### config.mk
export PLATFORM = sky130hd
export DESIGN_NAME = exec_unit
export DESIGN_NICKNAME = d
export VERILOG_FILES = /design/src/hdl/exec_pkg.sv /design/src/hdl/exec_unit.sv
export SDC_FILE = /design/constraint.sdc
export NUM_CORES = 1
export LEC_CHECK = 0
export ABC_AREA = 0
export BUFFER_PORTS_ARGS = -buffer_cell sky130_fd_sc_hd__buf_2
export CORE_UTILIZATION = 45
export DETAILED_ROUTE_END_ITERATION = 10
export PLACE_DENSITY_LB_ADDON = 0.05
export SYNTH_ARGS = -nofsm -noshare
export SYNTH_HDL_FRONTEND = slang
export SYNTH_SLANG_ARGS = --single-unit
### constraint.sdc
create_clock -name clock -period 8.9 [get_ports clock]
set_input_delay 0.89 -clock clock [delete_from_list [all_inputs] [get_ports clock]]
set_output_delay 0.89 -clock clock [all_outputs]
set_load 0.01 [all_outputs]
### src/hdl/exec_pkg.sv
// constants, op codes and carriers for the execute stage
// assumes a decoder upstream and a register file beside it
package exec_pkg;

   // program counter and status word
   localparam int PC_W = 22;
   localparam int FLAG_C = 0;
   localparam int FLAG_Z = 1;
   localparam int FLAG_N = 2;
   localparam int FLAG_V = 3;
   localparam int FLAG_S = 4;
   localparam int FLAG_H = 5;
   localparam int FLAG_T = 6;
   localparam int FLAG_I = 7;
   localparam logic [7:0] FLAGS_RST = 8'h00;
   localparam logic [PC_W-1:0] PC_RST = 22'h000000;

   // cycle counts per operation and outcome
   localparam logic [1:0] CYC_WORD_ADD = 2'h2;
   localparam logic [1:0] CYC_AND_IMM = 2'h1;
   localparam logic [1:0] CYC_PRODUCT = 2'h2;
   localparam logic [1:0] CYC_NO_SKIP = 2'h1;
   localparam logic [1:0] CYC_SKIP_ONE = 2'h2;
   localparam logic [1:0] CYC_SKIP_TWO = 2'h3;
   localparam logic [1:0] CYC_CALL_SHORT = 2'h2;
   localparam logic [1:0] CYC_CALL_LONG = 2'h3;
   localparam logic [1:0] CYC_BR_NOT = 2'h1;
   localparam logic [1:0] CYC_BR_TAKEN = 2'h2;
   localparam logic [1:0] CYC_OTHER = 2'h1;

   // register port map
   localparam logic [7:0] ADDR_FLAGS = 8'h00;
   localparam logic [7:0] ADDR_CTRL = 8'h01;
   localparam logic [7:0] ADDR_STAT = 8'h02;
   localparam int CTRL_EN = 0;
   localparam logic [7:0] CTRL_RST = 8'h01;

   typedef enum logic [3:0] {
      op_nop,
      word_plus_imm_op,
      and_imm_op,
      signed_unsigned_product_op,
      compare_skip_equal_op,
      indirect_call_op,
      skip_io_bit_clear_op,
      branch_signed_ge_op,
      branch_no_overflow_op
   } exec_op_e;

   typedef struct packed {
      exec_op_e    op;
      logic [7:0]  rd_lo;
      logic [7:0]  rd_hi;
      logic [7:0]  rr;
      logic [7:0]  imm;
      logic [6:0]  rel;
      logic [15:0] z_ptr;
      logic [7:0]  io_val;
      logic [2:0]  io_bit;
      logic        next_two_word;
   } exec_req_s;

   typedef struct packed {
      logic        valid;
      logic        wr_rd;
      logic        wr_pair;
      logic        wr_prod;
      logic [15:0] data;
   } exec_res_s;

endpackage : exec_pkg

### src/hdl/exec_unit.sv
// execute stage: arithmetic, multiply, skip, branch and call ops
// assumes decoded requests with operands already read from the register file
//
// Overview of operation
// [RQ1] word add immediate: pair sum, ZCNVS, 2 cycles
// [RQ2] and immediate: ZNVS only, 1 cycle
// [RQ3] signed-unsigned product into R1:R0, ZC, 2 cycles
// [RQ4] compare equal skips next, flags kept, 1/2/3
// [RQ5] indirect call: push return, PC from Z
// [RQ6] io bit clear skips next, flags kept, 1/2/3
// [RQ7] signed ge branch when N xor V zero
// [RQ8] no overflow branch when V zero, 1/2
// [RQ9] sign flag is N xor V
`timescale 1ns/1ps
`default_nettype none

module exec_unit (
   input  wire logic                    clock,
   input  wire logic                    rst,
   input  wire logic                    req_valid,
   input  wire exec_pkg::exec_req_s     req,
   output logic                         req_ready,
   output exec_pkg::exec_res_s          res,
   output logic [exec_pkg::PC_W-1:0]    pc,
   output logic [7:0]                   flags,
   output logic                         push_valid,
   output logic [exec_pkg::PC_W-1:0]    push_addr,
   input  wire logic [7:0]              reg_addr,
   input  wire logic [7:0]              reg_wdata,
   input  wire logic                    reg_wr,
   input  wire logic                    reg_rd,
   output logic [7:0]                   reg_rdata
);
   import exec_pkg::*;

   ////////////////////////////////////////////////////////////////
   // state
   logic [PC_W-1:0] pc_r;
   logic [PC_W-1:0] pc_nxt;
   logic [7:0]      flags_r;
   logic [7:0]      flags_nxt;
   logic [7:0]      ctrl_r;
   logic [1:0]      left_r;
   logic [1:0]      cyc_nxt;
   logic [1:0]      last_cyc_r;
   exec_res_s       res_r;
   exec_res_s       res_nxt;
   logic            push_r;
   logic            push_nxt;
   logic [PC_W-1:0] push_addr_r;
   logic [7:0]      rdata_r;
   logic            accept;

   ////////////////////////////////////////////////////////////////
   // datapath terms
   logic [15:0]     pair;
   logic [15:0]     pair_sum;
   logic [7:0]      and_res;
   logic [16:0]     prod_full;
   logic [15:0]     prod;
   logic [PC_W-1:0] pc_seq;
   logic [PC_W-1:0] pc_skip;
   logic [PC_W-1:0] pc_rel;
   logic            do_skip;
   logic            io_bit_val;

   assign pair       = {req.rd_hi, req.rd_lo};
   assign pair_sum   = pair + {8'h00, req.imm};
   assign and_res    = req.rd_lo & req.imm;
   assign prod_full  = 17'($signed(req.rd_lo) * $signed({1'b0, req.rr}));
   assign prod       = prod_full[15:0];
   assign pc_seq     = pc_r + 22'h000001;
   assign pc_skip    = req.next_two_word ? pc_r + 22'h000003 : pc_r + 22'h000002;
   assign pc_rel     = pc_seq + {{(PC_W-7){req.rel[6]}}, req.rel};
   assign io_bit_val = req.io_val[req.io_bit];

   assign req_ready = ctrl_r[CTRL_EN] && (left_r == 2'h0);
   assign accept    = req_valid && req_ready;

   ////////////////////////////////////////////////////////////////
   // per-op outcome
   always_comb begin
      pc_nxt    = pc_seq;
      flags_nxt = flags_r;
      cyc_nxt   = CYC_OTHER;
      res_nxt   = '0;
      push_nxt  = 1'b0;
      do_skip   = 1'b0;
      res_nxt.valid = 1'b1;
      unique case (req.op)
         word_plus_imm_op: begin
            res_nxt.wr_pair = 1'b1; // RQ1
            res_nxt.data    = pair_sum; // RQ1
            flags_nxt[FLAG_Z] = (pair_sum == 16'h0000); // RQ1
            flags_nxt[FLAG_C] = ~pair_sum[15] & req.rd_hi[7]; // RQ1
            flags_nxt[FLAG_N] = pair_sum[15]; // RQ1
            flags_nxt[FLAG_V] = ~req.rd_hi[7] & pair_sum[15]; // RQ1
            flags_nxt[FLAG_S] = pair_sum[15] ^ (~req.rd_hi[7] & pair_sum[15]); // RQ9
            cyc_nxt = CYC_WORD_ADD; // RQ1
         end
         and_imm_op: begin
            res_nxt.wr_rd   = 1'b1; // RQ2
            res_nxt.data    = {8'h00, and_res}; // RQ2
            flags_nxt[FLAG_Z] = (and_res == 8'h00); // RQ2
            flags_nxt[FLAG_N] = and_res[7]; // RQ2
            flags_nxt[FLAG_V] = 1'b0; // RQ2
            flags_nxt[FLAG_S] = and_res[7]; // RQ9
            cyc_nxt = CYC_AND_IMM; // RQ2
         end
         signed_unsigned_product_op: begin
            res_nxt.wr_prod = 1'b1; // RQ3
            res_nxt.data    = prod; // RQ3
            flags_nxt[FLAG_Z] = (prod == 16'h0000); // RQ3
            flags_nxt[FLAG_C] = prod[15]; // RQ3
            cyc_nxt = CYC_PRODUCT; // RQ3
         end
         compare_skip_equal_op: begin
            do_skip = (req.rd_lo == req.rr); // RQ4
         end
         skip_io_bit_clear_op: begin
            do_skip = ~io_bit_val; // RQ6
         end
         indirect_call_op: begin
            push_nxt = 1'b1; // RQ5
            pc_nxt   = {{(PC_W-16){1'b0}}, req.z_ptr}; // RQ5
            cyc_nxt  = (PC_W > 16) ? CYC_CALL_LONG : CYC_CALL_SHORT; // RQ5
         end
         branch_signed_ge_op: begin
            cyc_nxt = CYC_BR_NOT; // RQ7
            if ((flags_r[FLAG_N] ^ flags_r[FLAG_V]) == 1'b0) begin
               pc_nxt  = pc_rel; // RQ7
               cyc_nxt = CYC_BR_TAKEN; // RQ7
            end
         end
         branch_no_overflow_op: begin
            cyc_nxt = CYC_BR_NOT; // RQ8
            if (flags_r[FLAG_V] == 1'b0) begin
               pc_nxt  = pc_rel; // RQ8
               cyc_nxt = CYC_BR_TAKEN; // RQ8
            end
         end
         op_nop: begin
            cyc_nxt = CYC_OTHER;
         end
         default: begin
            cyc_nxt = CYC_OTHER;
         end
      endcase
      if (req.op == compare_skip_equal_op || req.op == skip_io_bit_clear_op) begin
         cyc_nxt = CYC_NO_SKIP; // RQ4 RQ6
         if (do_skip) begin
            pc_nxt  = pc_skip; // RQ4 RQ6
            cyc_nxt = req.next_two_word ? CYC_SKIP_TWO : CYC_SKIP_ONE; // RQ4 RQ6
         end
      end
   end

   ////////////////////////////////////////////////////////////////
   // program counter
   always_ff @(posedge clock) begin
      if (rst) begin
         pc_r <= PC_RST;
      end else if (accept) begin
         pc_r <= pc_nxt;
      end
   end

   ////////////////////////////////////////////////////////////////
   // status flags; an executing op wins over a software write
   always_ff @(posedge clock) begin
      if (rst) begin
         flags_r <= FLAGS_RST;
      end else if (accept) begin
         flags_r <= flags_nxt;
      end else if (reg_wr && reg_addr == ADDR_FLAGS) begin
         flags_r <= reg_wdata;
      end
   end

   ////////////////////////////////////////////////////////////////
   // occupancy counter
   always_ff @(posedge clock) begin
      if (rst) begin
         left_r     <= 2'h0;
         last_cyc_r <= 2'h0;
      end else if (accept) begin
         left_r     <= cyc_nxt - 2'h1;
         last_cyc_r <= cyc_nxt;
      end else if (left_r != 2'h0) begin
         left_r <= left_r - 2'h1;
      end
   end

   ////////////////////////////////////////////////////////////////
   // result and stack push
   always_ff @(posedge clock) begin
      if (rst) begin
         res_r       <= '0;
         push_r      <= 1'b0;
         push_addr_r <= PC_RST;
      end else begin
         res_r  <= accept ? res_nxt : '0;
         push_r <= accept && push_nxt;
         if (accept && push_nxt) begin
            push_addr_r <= pc_seq; // RQ5
         end
      end
   end

   ////////////////////////////////////////////////////////////////
   // register port
   always_ff @(posedge clock) begin
      if (rst) begin
         ctrl_r <= CTRL_RST;
      end else if (reg_wr && reg_addr == ADDR_CTRL) begin
         ctrl_r <= {7'h00, reg_wdata[CTRL_EN]};
      end
   end

   always_ff @(posedge clock) begin
      if (rst) begin
         rdata_r <= 8'h00;
      end else if (reg_rd) begin
         unique case (reg_addr)
            ADDR_FLAGS: rdata_r <= flags_r;
            ADDR_CTRL: rdata_r <= ctrl_r;
            ADDR_STAT: rdata_r <= {2'h0, last_cyc_r, left_r, 1'b0, left_r != 2'h0};
            default: rdata_r <= 8'h00;
         endcase
      end else begin
         rdata_r <= 8'h00;
      end
   end

   ////////////////////////////////////////////////////////////////
   // outputs
   assign res        = res_r;
   assign pc         = pc_r;
   assign flags      = flags_r;
   assign push_valid = push_r;
   assign push_addr  = push_addr_r;
   assign reg_rdata  = rdata_r;

endmodule : exec_unit

`default_nettype wire

==> flow_summary.json, run 1 <==
{
  "holdWs_ps": 468,
  "antenna_left": 0,
  "hpwl_mm": 20.7,
  "cts_buffers": 9,
  "worst-r2r-cell-count": 12,
  "preCtsSetupSlack_ps": 3540,
  "fmax_mhz": 200,
  "track_usage_pct": 27.1,
  "dr.pass1.iters": 5,
  "ys_seq_area_share_pct": 20.0,
  "syn_nets": 1325,
  "layout_setup_ws_ps": 3900,
  "layout.nets": 1462,
  "fin_worst_skew_ps": 9.31,
  "ys_seq_elements": 86,
  "clkLatencyLatePin_ps": 350,
  "synth_edf_count": 0,
  "min_period_ps": 5000,
  "overflow": 0,
  "p_leak_nw": 4.60,
  "busiest_layer": "met1",
  "status": "completed",
  "vias_per_cell": 5.73,
  "crit_cells": 20,
  "powerDensity_mw_per_mm2": 155,
  "cp.arrival_ps": 5290,
  "post_cts_resized": 0,
  "met2_usage_pct": 39.4,
  "setup_viol": 0,
  "hold_viol": 0,
  "finalSetupTns_ps": 0,
  "route.vias.total": 8516,
  "core-area_mm2": 0.0187,
  "rr_startpoint": "pc[2]",
  "dieArea_mm2": 0.0197,
  "cp_common_cell": "inv_1",
  "area_delta_synth_final_pct": 15.3,
  "path_cells": "buf_2, and2_1, ha_1, inv_1, fa_1, inv_1, ha_1, inv_1, fa_1, inv_1, ha_1, fa_1, a21o_1, a21boi_0, o21ai_0, a31oi_1, o21bai_1, xnor2_1, or3b_2, o21ai_1",
  "place.gp.congestion": 0.880,
  "cts_buffer_depth": 2,
  "crit_family": "adder cells",
  "clk_pin_slew_worst_paths_ps": 70,
  "required_ps": 9190,
  "synth_commonest_cells": "nor2_1, inv_1, dfxtp_1",
  "crit_end": "flags[1]",
  "drive_gt1_share_pct": 17.0,
  "grt_pass1_vias": 7758,
  "numPlacedInstances": 1470,
  "grt_first_pass_wirelength_mm": 42.0,
  "antenna_found_initial": 2,
  "final_cells": 1487,
  "maxCapViolations": 0,
  "finalCritPeriodShare_pct": 56.2,
  "fin_area_mm2": 0.00993,
  "port_buffers": 173,
  "reg2reg_setup_slack_ps": 4540,
  "grt_start_max_net_pins": 61,
  "async_flop_share_pct": 0,
  "slew_headroom_pct": 24.4,
  "holdBufCountCts": 0,
  "crit_start": "req[60]",
  "htree_num_levels": 3,
  "worst_slew_pin_slew_ps": 1130,
  "num_rows": 50,
  "cp_num_buf_inv": 5,
  "drc": 0,
  "hold_class": "reg2reg",
  "wirelength_mm": 26.5,
  "die_y_um": 140,
  "cts_sinks": 86,
  "synth_most_common_cell": "nor2_1",
  "path_class": "in2reg",
  "rr_endpoint": "pc[20]",
  "syn_area_mm2": 0.00862,
  "grt_use_met3_pct": 4.03,
  "placed_area_mm2": 0.00964,
  "yosysTopAreaCellShare_pct": 20.0,
  "ys_top_cells_by_area": "dfxtp_1, ha_1, fa_1, nor2_1, xnor2_1",
  "boundaryPins": 174,
  "rsz0062_at_grt": "no",
  "start_kind": "input port",
  "die_w_um": 140,
  "cts_tree": "yes",
  "endpoint_kind": "flip-flop",
  "cts_setup_buffers": 0,
  "use_met1_pct": 41.7,
  "ys_types": 67,
  "max_stage_delay_ps": 530,
  "cts_root_buf": "clkbuf_16",
  "slowest_stage": "fa_1",
  "syn_avg_cell_area_um2": 7.76,
  "drt-wirelength-per-cell_um": 17.9,
  "ir_worst_vdd_v": 0.0000976,
  "initial_core_util_pct": 46.1,
  "post-synth-top-area-cell": "dfxtp_1",
  "yosysWarnings": 0,
  "drt-initial-drc-count": 616,
  "cp_max_fo": 10,
  "drv_slew": 0,
  "ys.flop_type": "dfxtp_1",
  "syn_inst": 1110
}
cells in the final DEF, fill, tap and decap left out, drive strengths merged, types with 8 or more instances in the layout:
cell type	n
inv	90
a21oi	61
dfxtp	86
nand2b	15
nor3	37
buf	181
nand3	21
o21ai	52
and2	43
ha	84
o21bai	8
xor2	15
a31oi	20
nand2	83
nand4	15
mux2i	14
nor2b	12
a22oi	22
fa	39
nor2	141
xnor2	47
a221oi	8
a211oi	20
nor4	10
clkbuf	11
a21o	15
tightest hold or removal path, cell delays in order, from the launching register on:
cell     delay [ps]
dfxtp_1         310
nand2_1          50
a21oi_1          60
through the flow:
stage | util, % | power (mW)
finish | 53.1 | 1.54
global route | 53.1 | 1.65
global placement | 51.5 | 1.15
CTS | 53.1 | 1.54
detailed placement | 51.5 | 1.15
floorplan | - | 0.948
registers in the layout, indices dropped and copies added (netlist names):
register,cells
left_r,2
ctrl_r,1
last_cyc_r,2
reg_rdata,8
push_addr,22
push_valid,1
flags,8
pc,22
res,20
worst min path at each step:
| stage | startpoint | to | slack (ps) | cells past startpoint |
|---|---|---|---|---|
| after floorplan | last_cyc_r[1] | last_cyc_r[1] | 460 | 2 |
| after global placement | push_addr[1] | push_addr[1] | 450 | 2 |
| after detailed placement | push_addr[1] | push_addr[1] | 460 | 2 |
| after CTS | push_addr[1] | push_addr[1] | 470 | 2 |
| after global routing | push_addr[1] | push_addr[1] | 480 | 2 |
| final | push_addr[1] | push_addr[1] | 470 | 2 |
where the power goes:
| part | leakage, nW | total (mW) | internal [mW] | switching, mW |
|---|---|---|---|---|
| Sequential | 0.698 | 0.423 | 0.399 | 0.0247 |
| Combinational | 3.77 | 0.730 | 0.301 | 0.429 |
| Clock | 0.140 | 0.387 | 0.219 | 0.168 |
| Total | 4.60 | 1.54 | 0.918 | 0.622 |
final cells by class:
type / instances / area [µm²]
Antenna cell: 1 / 2.50
Clock buffer: 11 / 233
Clock inverter: 5 / 60.1
Fill cell: 1881 / 8770
Inverter: 90 / 338
Multi-Input combinational cell: 879 / 6360
Sequential cell: 86 / 1720
Tap cell: 234 / 293
Timing Repair Buffer: 181 / 926
routing by layer:
layer | up-vias | share of wire [%]
met5 | - | 0
met2 | 309 | 41
li1 | 4169 | -
met1 | 4017 | 51
met3 | 21 | 7.0
met4 | 0 | 0.89
cells by family after synthesis:
logic type                 synth area share (%)
adders and majority gates                  21.3
muxes                                      3.06
buffers and inverters                      6.45
and+or+nand+nor                            23.1
DFF                                        20.0
xor gates and xnor gates                   6.30
AOI/OAI and AO/OA                          19.9
Power figures use the tool's default switching activity.
==> run 2, diff against run 1 <==
==> constraint.sdc (replaced) <==
create_clock -name clock -period 4.2 [get_ports clock]
set_input_delay 0.42 -clock clock [delete_from_list [all_inputs] [get_ports clock]]
set_output_delay 0.42 -clock clock [all_outputs]
set_load 0.01 [all_outputs]
==> run 2 against run 1 <==
  * The flow now finishes with violations (setup timing)
  * Sequential cell count unchanged
  * Register-to-register slack got worse by 4200 ps
  * Clock power grew 140%
  * Total power grew to 2.7 times the previous value
  * Hold slack worse by 150 ps
  * Global-route usage rose by 1.6 points
  * Setup slack worse by 3900 ps
  * Final area rose by 11%
  * Via count up 4.1%
  * First-iteration DRC count up 14%
  * Core utilization rose by 5.8 points
  * Clock skew increased by 8.3 ps
==> flow_summary.json, run 2 (synthesis gave the netlist of run 1 again) <==
{
  "status": "finished with violations",
  "violations": "setup timing",
  "track_usage_pct": 28.7,
  "drc": 0,
  "antenna_found_initial": 0,
  "drt-wirelength-per-cell_um": 17.8,
  "route.vias.total": 8867,
  "p_total_mw": 4.09,
  "endpoint_kind": "flip-flop",
  "slew_headroom_pct": 57.0,
  "num_rows": 50,
  "final_common_cell": "buf_2",
  "wirelength_mm": 28.1,
  "reg2reg_setup_slack_ps": 330,
  "fin_area_mm2": 0.0110,
  "overflow": 0,
  "drt-initial-drc-count": 704,
  "dieArea_mm2": 0.0197,
  "max_stage_delay_ps": 560,
  "rsz0062_at_grt": "yes",
  "cp_common_cell": "fa_1",
  "cts_root_buf": "clkbuf_16",
  "hold_viol": 0,
  "placed_area_mm2": 0.0104,
  "port_buffers": 173,
  "setup_viol": 1,
  "htree_num_levels": 3,
  "vias_per_cell": 5.61,
  "initial_core_util_pct": 46.1,
  "layout_setup_ws_ps": -2.11,
  "maxCapViolations": 0,
  "area_delta_synth_final_pct": 27.9,
  "grt_start_max_net_pins": 48,
  "drive_gt1_share_pct": 27.0,
  "core-area_mm2": 0.0187,
  "clk_pin_slew_worst_paths_ps": 60,
  "cts_buffer_depth": 2,
  "boundaryPins": 174,
  "hpwl_mm": 22.5,
  "min_period_ps": 4200,
  "fin_worst_skew_ps": 17.6,
  "worst_slew_pin_slew_ps": 639,
  "drv_slew": 0,
  "antenna_cells": 0,
  "cp_max_fo": 6,
  "slowest_stage": "fa_1",
  "cts_sinks": 86,
  "required_ps": 4470,
  "grt_first_pass_wirelength_mm": 44.6,
  "grt_pass1_vias": 8283,
  "clkLatencyLatePin_ps": 350,
  "cp.arrival_ps": 4470,
  "path_cells": "clkbuf_4, and2_1, ha_1, fa_1, inv_1, fa_1, fa_1, inv_2, ha_4, and3_4, nor2_2, a2bb2oi_2, a211o_1, xnor2_2, or4_4, o21ai_2",
  "die_y_um": 140,
  "antenna_left": 0,
  "layout.nets": 1556,
  "fmax_mhz": 238,
  "ir_worst_vdd_v": 0.000243,
  "layout_common_cells": "buf_2, nor2_1, buf_4",
  "cp_num_buf_inv": 3,
  "crit_family": "adder cells",
  "powerDensity_mw_per_mm2": 371,
  "path_class": "in2reg",
  "place.gp.congestion": 0.942,
  "die_w_um": 140,
  "holdBufCountCts": 0,
  "cts_tree": "yes",
  "p_leak_nw": 5.15,
  "hold_class": "in2reg",
  "cts_buffers": 9,
  "dr.pass1.iters": 5,
  "start_kind": "input port",
  "finalCritPeriodShare_pct": 100
}
[run 2: cell types whose count changed in the layout (fill, tap and decap cells not counted), sizes merged]
cell	change
diode	-1
buf	+92
inv	+2
clkinv	-3
clkbuf	+1
bufinv	+2
[run 2: what timing repair did]
item                                    CTS  global route
endpoints found under the hold margin     0             0
setup buffers                             2             4
pin swaps                                 6            36
gates resized for setup                  10            67
endpoints found under the setup margin    1             6
[run 2: layout make-up]
cell class,instances,area [µm²]
clock buffers,10,229
fillers,1805,7680
repair buffers,275,1700
flip-flops and latches,86,1720
inverters,90,338
well taps,234,293
multi-input cells,879,6620
clock inverters,6,118
[run 2: where the power goes]
group,internal [mW],switching (mW)
sequential,0.845,0.0430
combinational,1.12,1.14
clock,0.588,0.360
[run 2: worst paths after layout]
kind                start           end  depth (start not counted)
max               req[49]      flags[1]                         16
max reg2reg         pc[1]        pc[20]                         13
min          reg_wdata[5]      flags[5]                          3
min reg2reg  push_addr[1]  push_addr[1]                          2
[run 2: tightest hold or removal path, cell delays in order]
cell and delay, ps:
buf_2 80, mux2i_1 50, nor2_1 70
[run 2: routing by layer]
| metal | vias up | global-route usage [%] | routed length, µm |
|---|---|---|---|
| met2 | 333 | 41.9 | 11500 |
| met1 | 4131 | 43.2 | 14100 |
| met3 | 30 | 4.99 | 2040 |
| met5 | - | 0 | 0 |
| li1 | 4373 | - | - |
| met4 | 0 | 6.94 | 444 |
[run 2: through the flow]
stage,hold slack (ps),utilization (%),setup slack (ps),setup TNS [ps],instances
after floorplan,457,-,-33.3,-33.3,1110
after global placement,452,55.5,-334,-1590,1558
after detailed placement,456,55.5,-437,-2290,1558
after CTS,315,57.7,0.853,0,1576
after global routing,316,58.9,-102,-255,1580
final,315,58.9,-2.11,-2.11,1580
==> run 3, diff against run 2 <==
--- a/config.mk
+++ b/config.mk
@@ -6,7 +6,7 @@
 export NUM_CORES = 1
 export LEC_CHECK = 0
 export ABC_AREA = 0
-export BUFFER_PORTS_ARGS = -buffer_cell sky130_fd_sc_hd__buf_2
+export BUFFER_PORTS_ARGS = -buffer_cell sky130_fd_sc_hd__clkbuf_2
 export CORE_UTILIZATION = 45
 export DETAILED_ROUTE_END_ITERATION = 10
 export PLACE_DENSITY_LB_ADDON = 0.05
==> run 3 against run 2 <==
  * The flow now finishes without violations
  * Final cell count down 0.44%
  * First-iteration DRC count shrank 2.1%
  * Via count rose by 0.21%
  * Non-clock buffer count fell by 7
  * Highest routed layer unchanged
==> flow_summary.json, run 3 (synthesis gave the netlist of run 1 again) <==
{
  "wirelength_mm": 27.7,
  "switchingPower_mw": 1.49,
  "grt_start_max_net_pins": 54,
  "htree_num_levels": 3,
  "core-area_mm2": 0.0187,
  "cts_buffer_depth": 2,
  "powerDensity_mw_per_mm2": 367,
  "p_leak_nw": 5.04,
  "cp_max_fo": 6,
  "placed_area_mm2": 0.0104,
  "intPower_mw": 2.50,
  "layout.nets": 1549,
  "worst-r2r-cell-count": 13,
  "port_buffers": 173,
  "grt_first_pass_wirelength_mm": 44.2,
  "track_usage_pct": 28.5,
  "die_y_um": 140,
  "area_delta_synth_final_pct": 26.2,
  "slew_headroom_pct": 45.7,
  "hold_viol": 0,
  "grt_pass1_vias": 8111,
  "initial_core_util_pct": 46.1,
  "vias_per_cell": 5.65,
  "utilization_pct": 58.1,
  "drive_gt1_share_pct": 25.4,
  "p_seq_share_pct": 22.2,
  "cp.arrival_ps": 4420,
  "holdWs_ps": 320,
  "dr.pass1.iters": 5,
  "rr_startpoint": "pc[8]",
  "clk_pin_slew_worst_paths_ps": 60,
  "fmax_mhz": 241,
  "route.vias.total": 8886,
  "cts_sinks": 86,
  "min_period_ps": 4150,
  "hpwl_mm": 22.3,
  "rsz0062_at_grt": "yes",
  "finalSetupTns_ps": 0,
  "ir_worst_vdd_v": 0.000240,
  "hold_class": "in2reg",
  "drt-initial-drc-count": 689,
  "drv_slew": 0,
  "finalCritPeriodShare_pct": 98.8,
  "endpoint_kind": "flip-flop",
  "cts_buffers": 9,
  "antenna_left": 0,
  "cts_tree": "yes",
  "worst_slew_pin_slew_ps": 815,
  "start_kind": "input port",
  "drc": 0,
  "p_comb_share_pct": 54.2,
  "setup_viol": 0,
  "layout_common_cells": "clkbuf_2, nor2_1, buf_4",
  "maxCapViolations": 0,
  "crit_start": "req[60]",
  "switching_share_pct": 37.4,
  "place.gp.congestion": 0.973,
  "overflow": 0,
  "final_common_cell": "clkbuf_2",
  "boundaryPins": 174,
  "dieArea_mm2": 0.0197,
  "hold_start": "reg_wdata[6]",
  "cts_root_buf": "clkbuf_16",
  "die_w_um": 140,
  "fin_area_mm2": 0.0109,
  "drt-wirelength-per-cell_um": 17.6,
  "clkPwrFrac_pct": 23.6,
  "required_ps": 4470,
  "antenna_found_initial": 0,
  "status": "completed",
  "holdPathStages": 3,
  "antenna_cells": 0,
  "path_class": "in2reg",
  "num_rows": 50,
  "clkLatencyLatePin_ps": 350,
  "fin_worst_skew_ps": 14.7,
  "holdBufCountCts": 0
}
-- run 3: timing repair --
action / 4_1_cts / 5_1_grt
pin swaps: 4 / 19
endpoints found under the setup margin: 1 / 8
buffers inserted: 1 / 1
gates resized for setup: 4 / 56
-- run 3: power by group through the flow --
stage | combinational (mW) | clock [mW] | sequential, mW
global route | 2.39 | 0.991 | 0.890
global placement | 2.02 | 0 | 0.904
CTS | 2.07 | 0.962 | 0.885
floorplan | 1.22 | 0 | 0.899
detailed placement | 2.03 | 0 | 0.903
finish | 2.16 | 0.943 | 0.886
-- run 3: worst paths after layout --
path	end	slack [ps]
hold reg to reg	push_addr[1]	470
hold / removal	flags[6]	320
setup reg to reg	pc[14]	400
setup / recovery	flags[1]	50
-- run 3: stage by stage --
stage	worst slack [ps]	power [mW]	cells
final	51.6	3.99	1573
after CTS	3.58	3.92	1572
after detailed placement	-395	2.93	1555
after floorplan	-33.3	2.12	1110
after global routing	-126	4.27	1573
after global placement	-350	2.93	1555
-- run 3: final cells by class --
class,instances,area (µm²)
inverters,90,338
clock inverters,6,118
repair buffers,268,1630
fillers,1801,7830
flip-flops and latches,86,1720
multi-input cells,879,6550
clock buffers,10,229
well taps,234,293
-- run 3: worst max-delay path: stages --
cell	delay, ps
buf_2	130
and2_1	160
ha_1	280
inv_1	50
fa_1	490
inv_1	40
ha_1	270
inv_1	50
fa_1	530
inv_1	50
ha_2	190
fa_2	430
nor4b_2	220
nand4_1	130
nor4_1	290
nand2_1	70
or4_1	500
o21ai_1	120
-- run 3: routing by layer --
| metal | vias up | GRT usage, % | wire (µm) |
|---|---|---|---|
| li1 | 4349 | - | - |
| met1 | 4108 | 43.9 | 13600 |
| met2 | 399 | 40.8 | 11400 |
| met3 | 30 | 4.82 | 2380 |
| met4 | 0 | 6.54 | 424 |
| met5 | - | 0 | 0 |
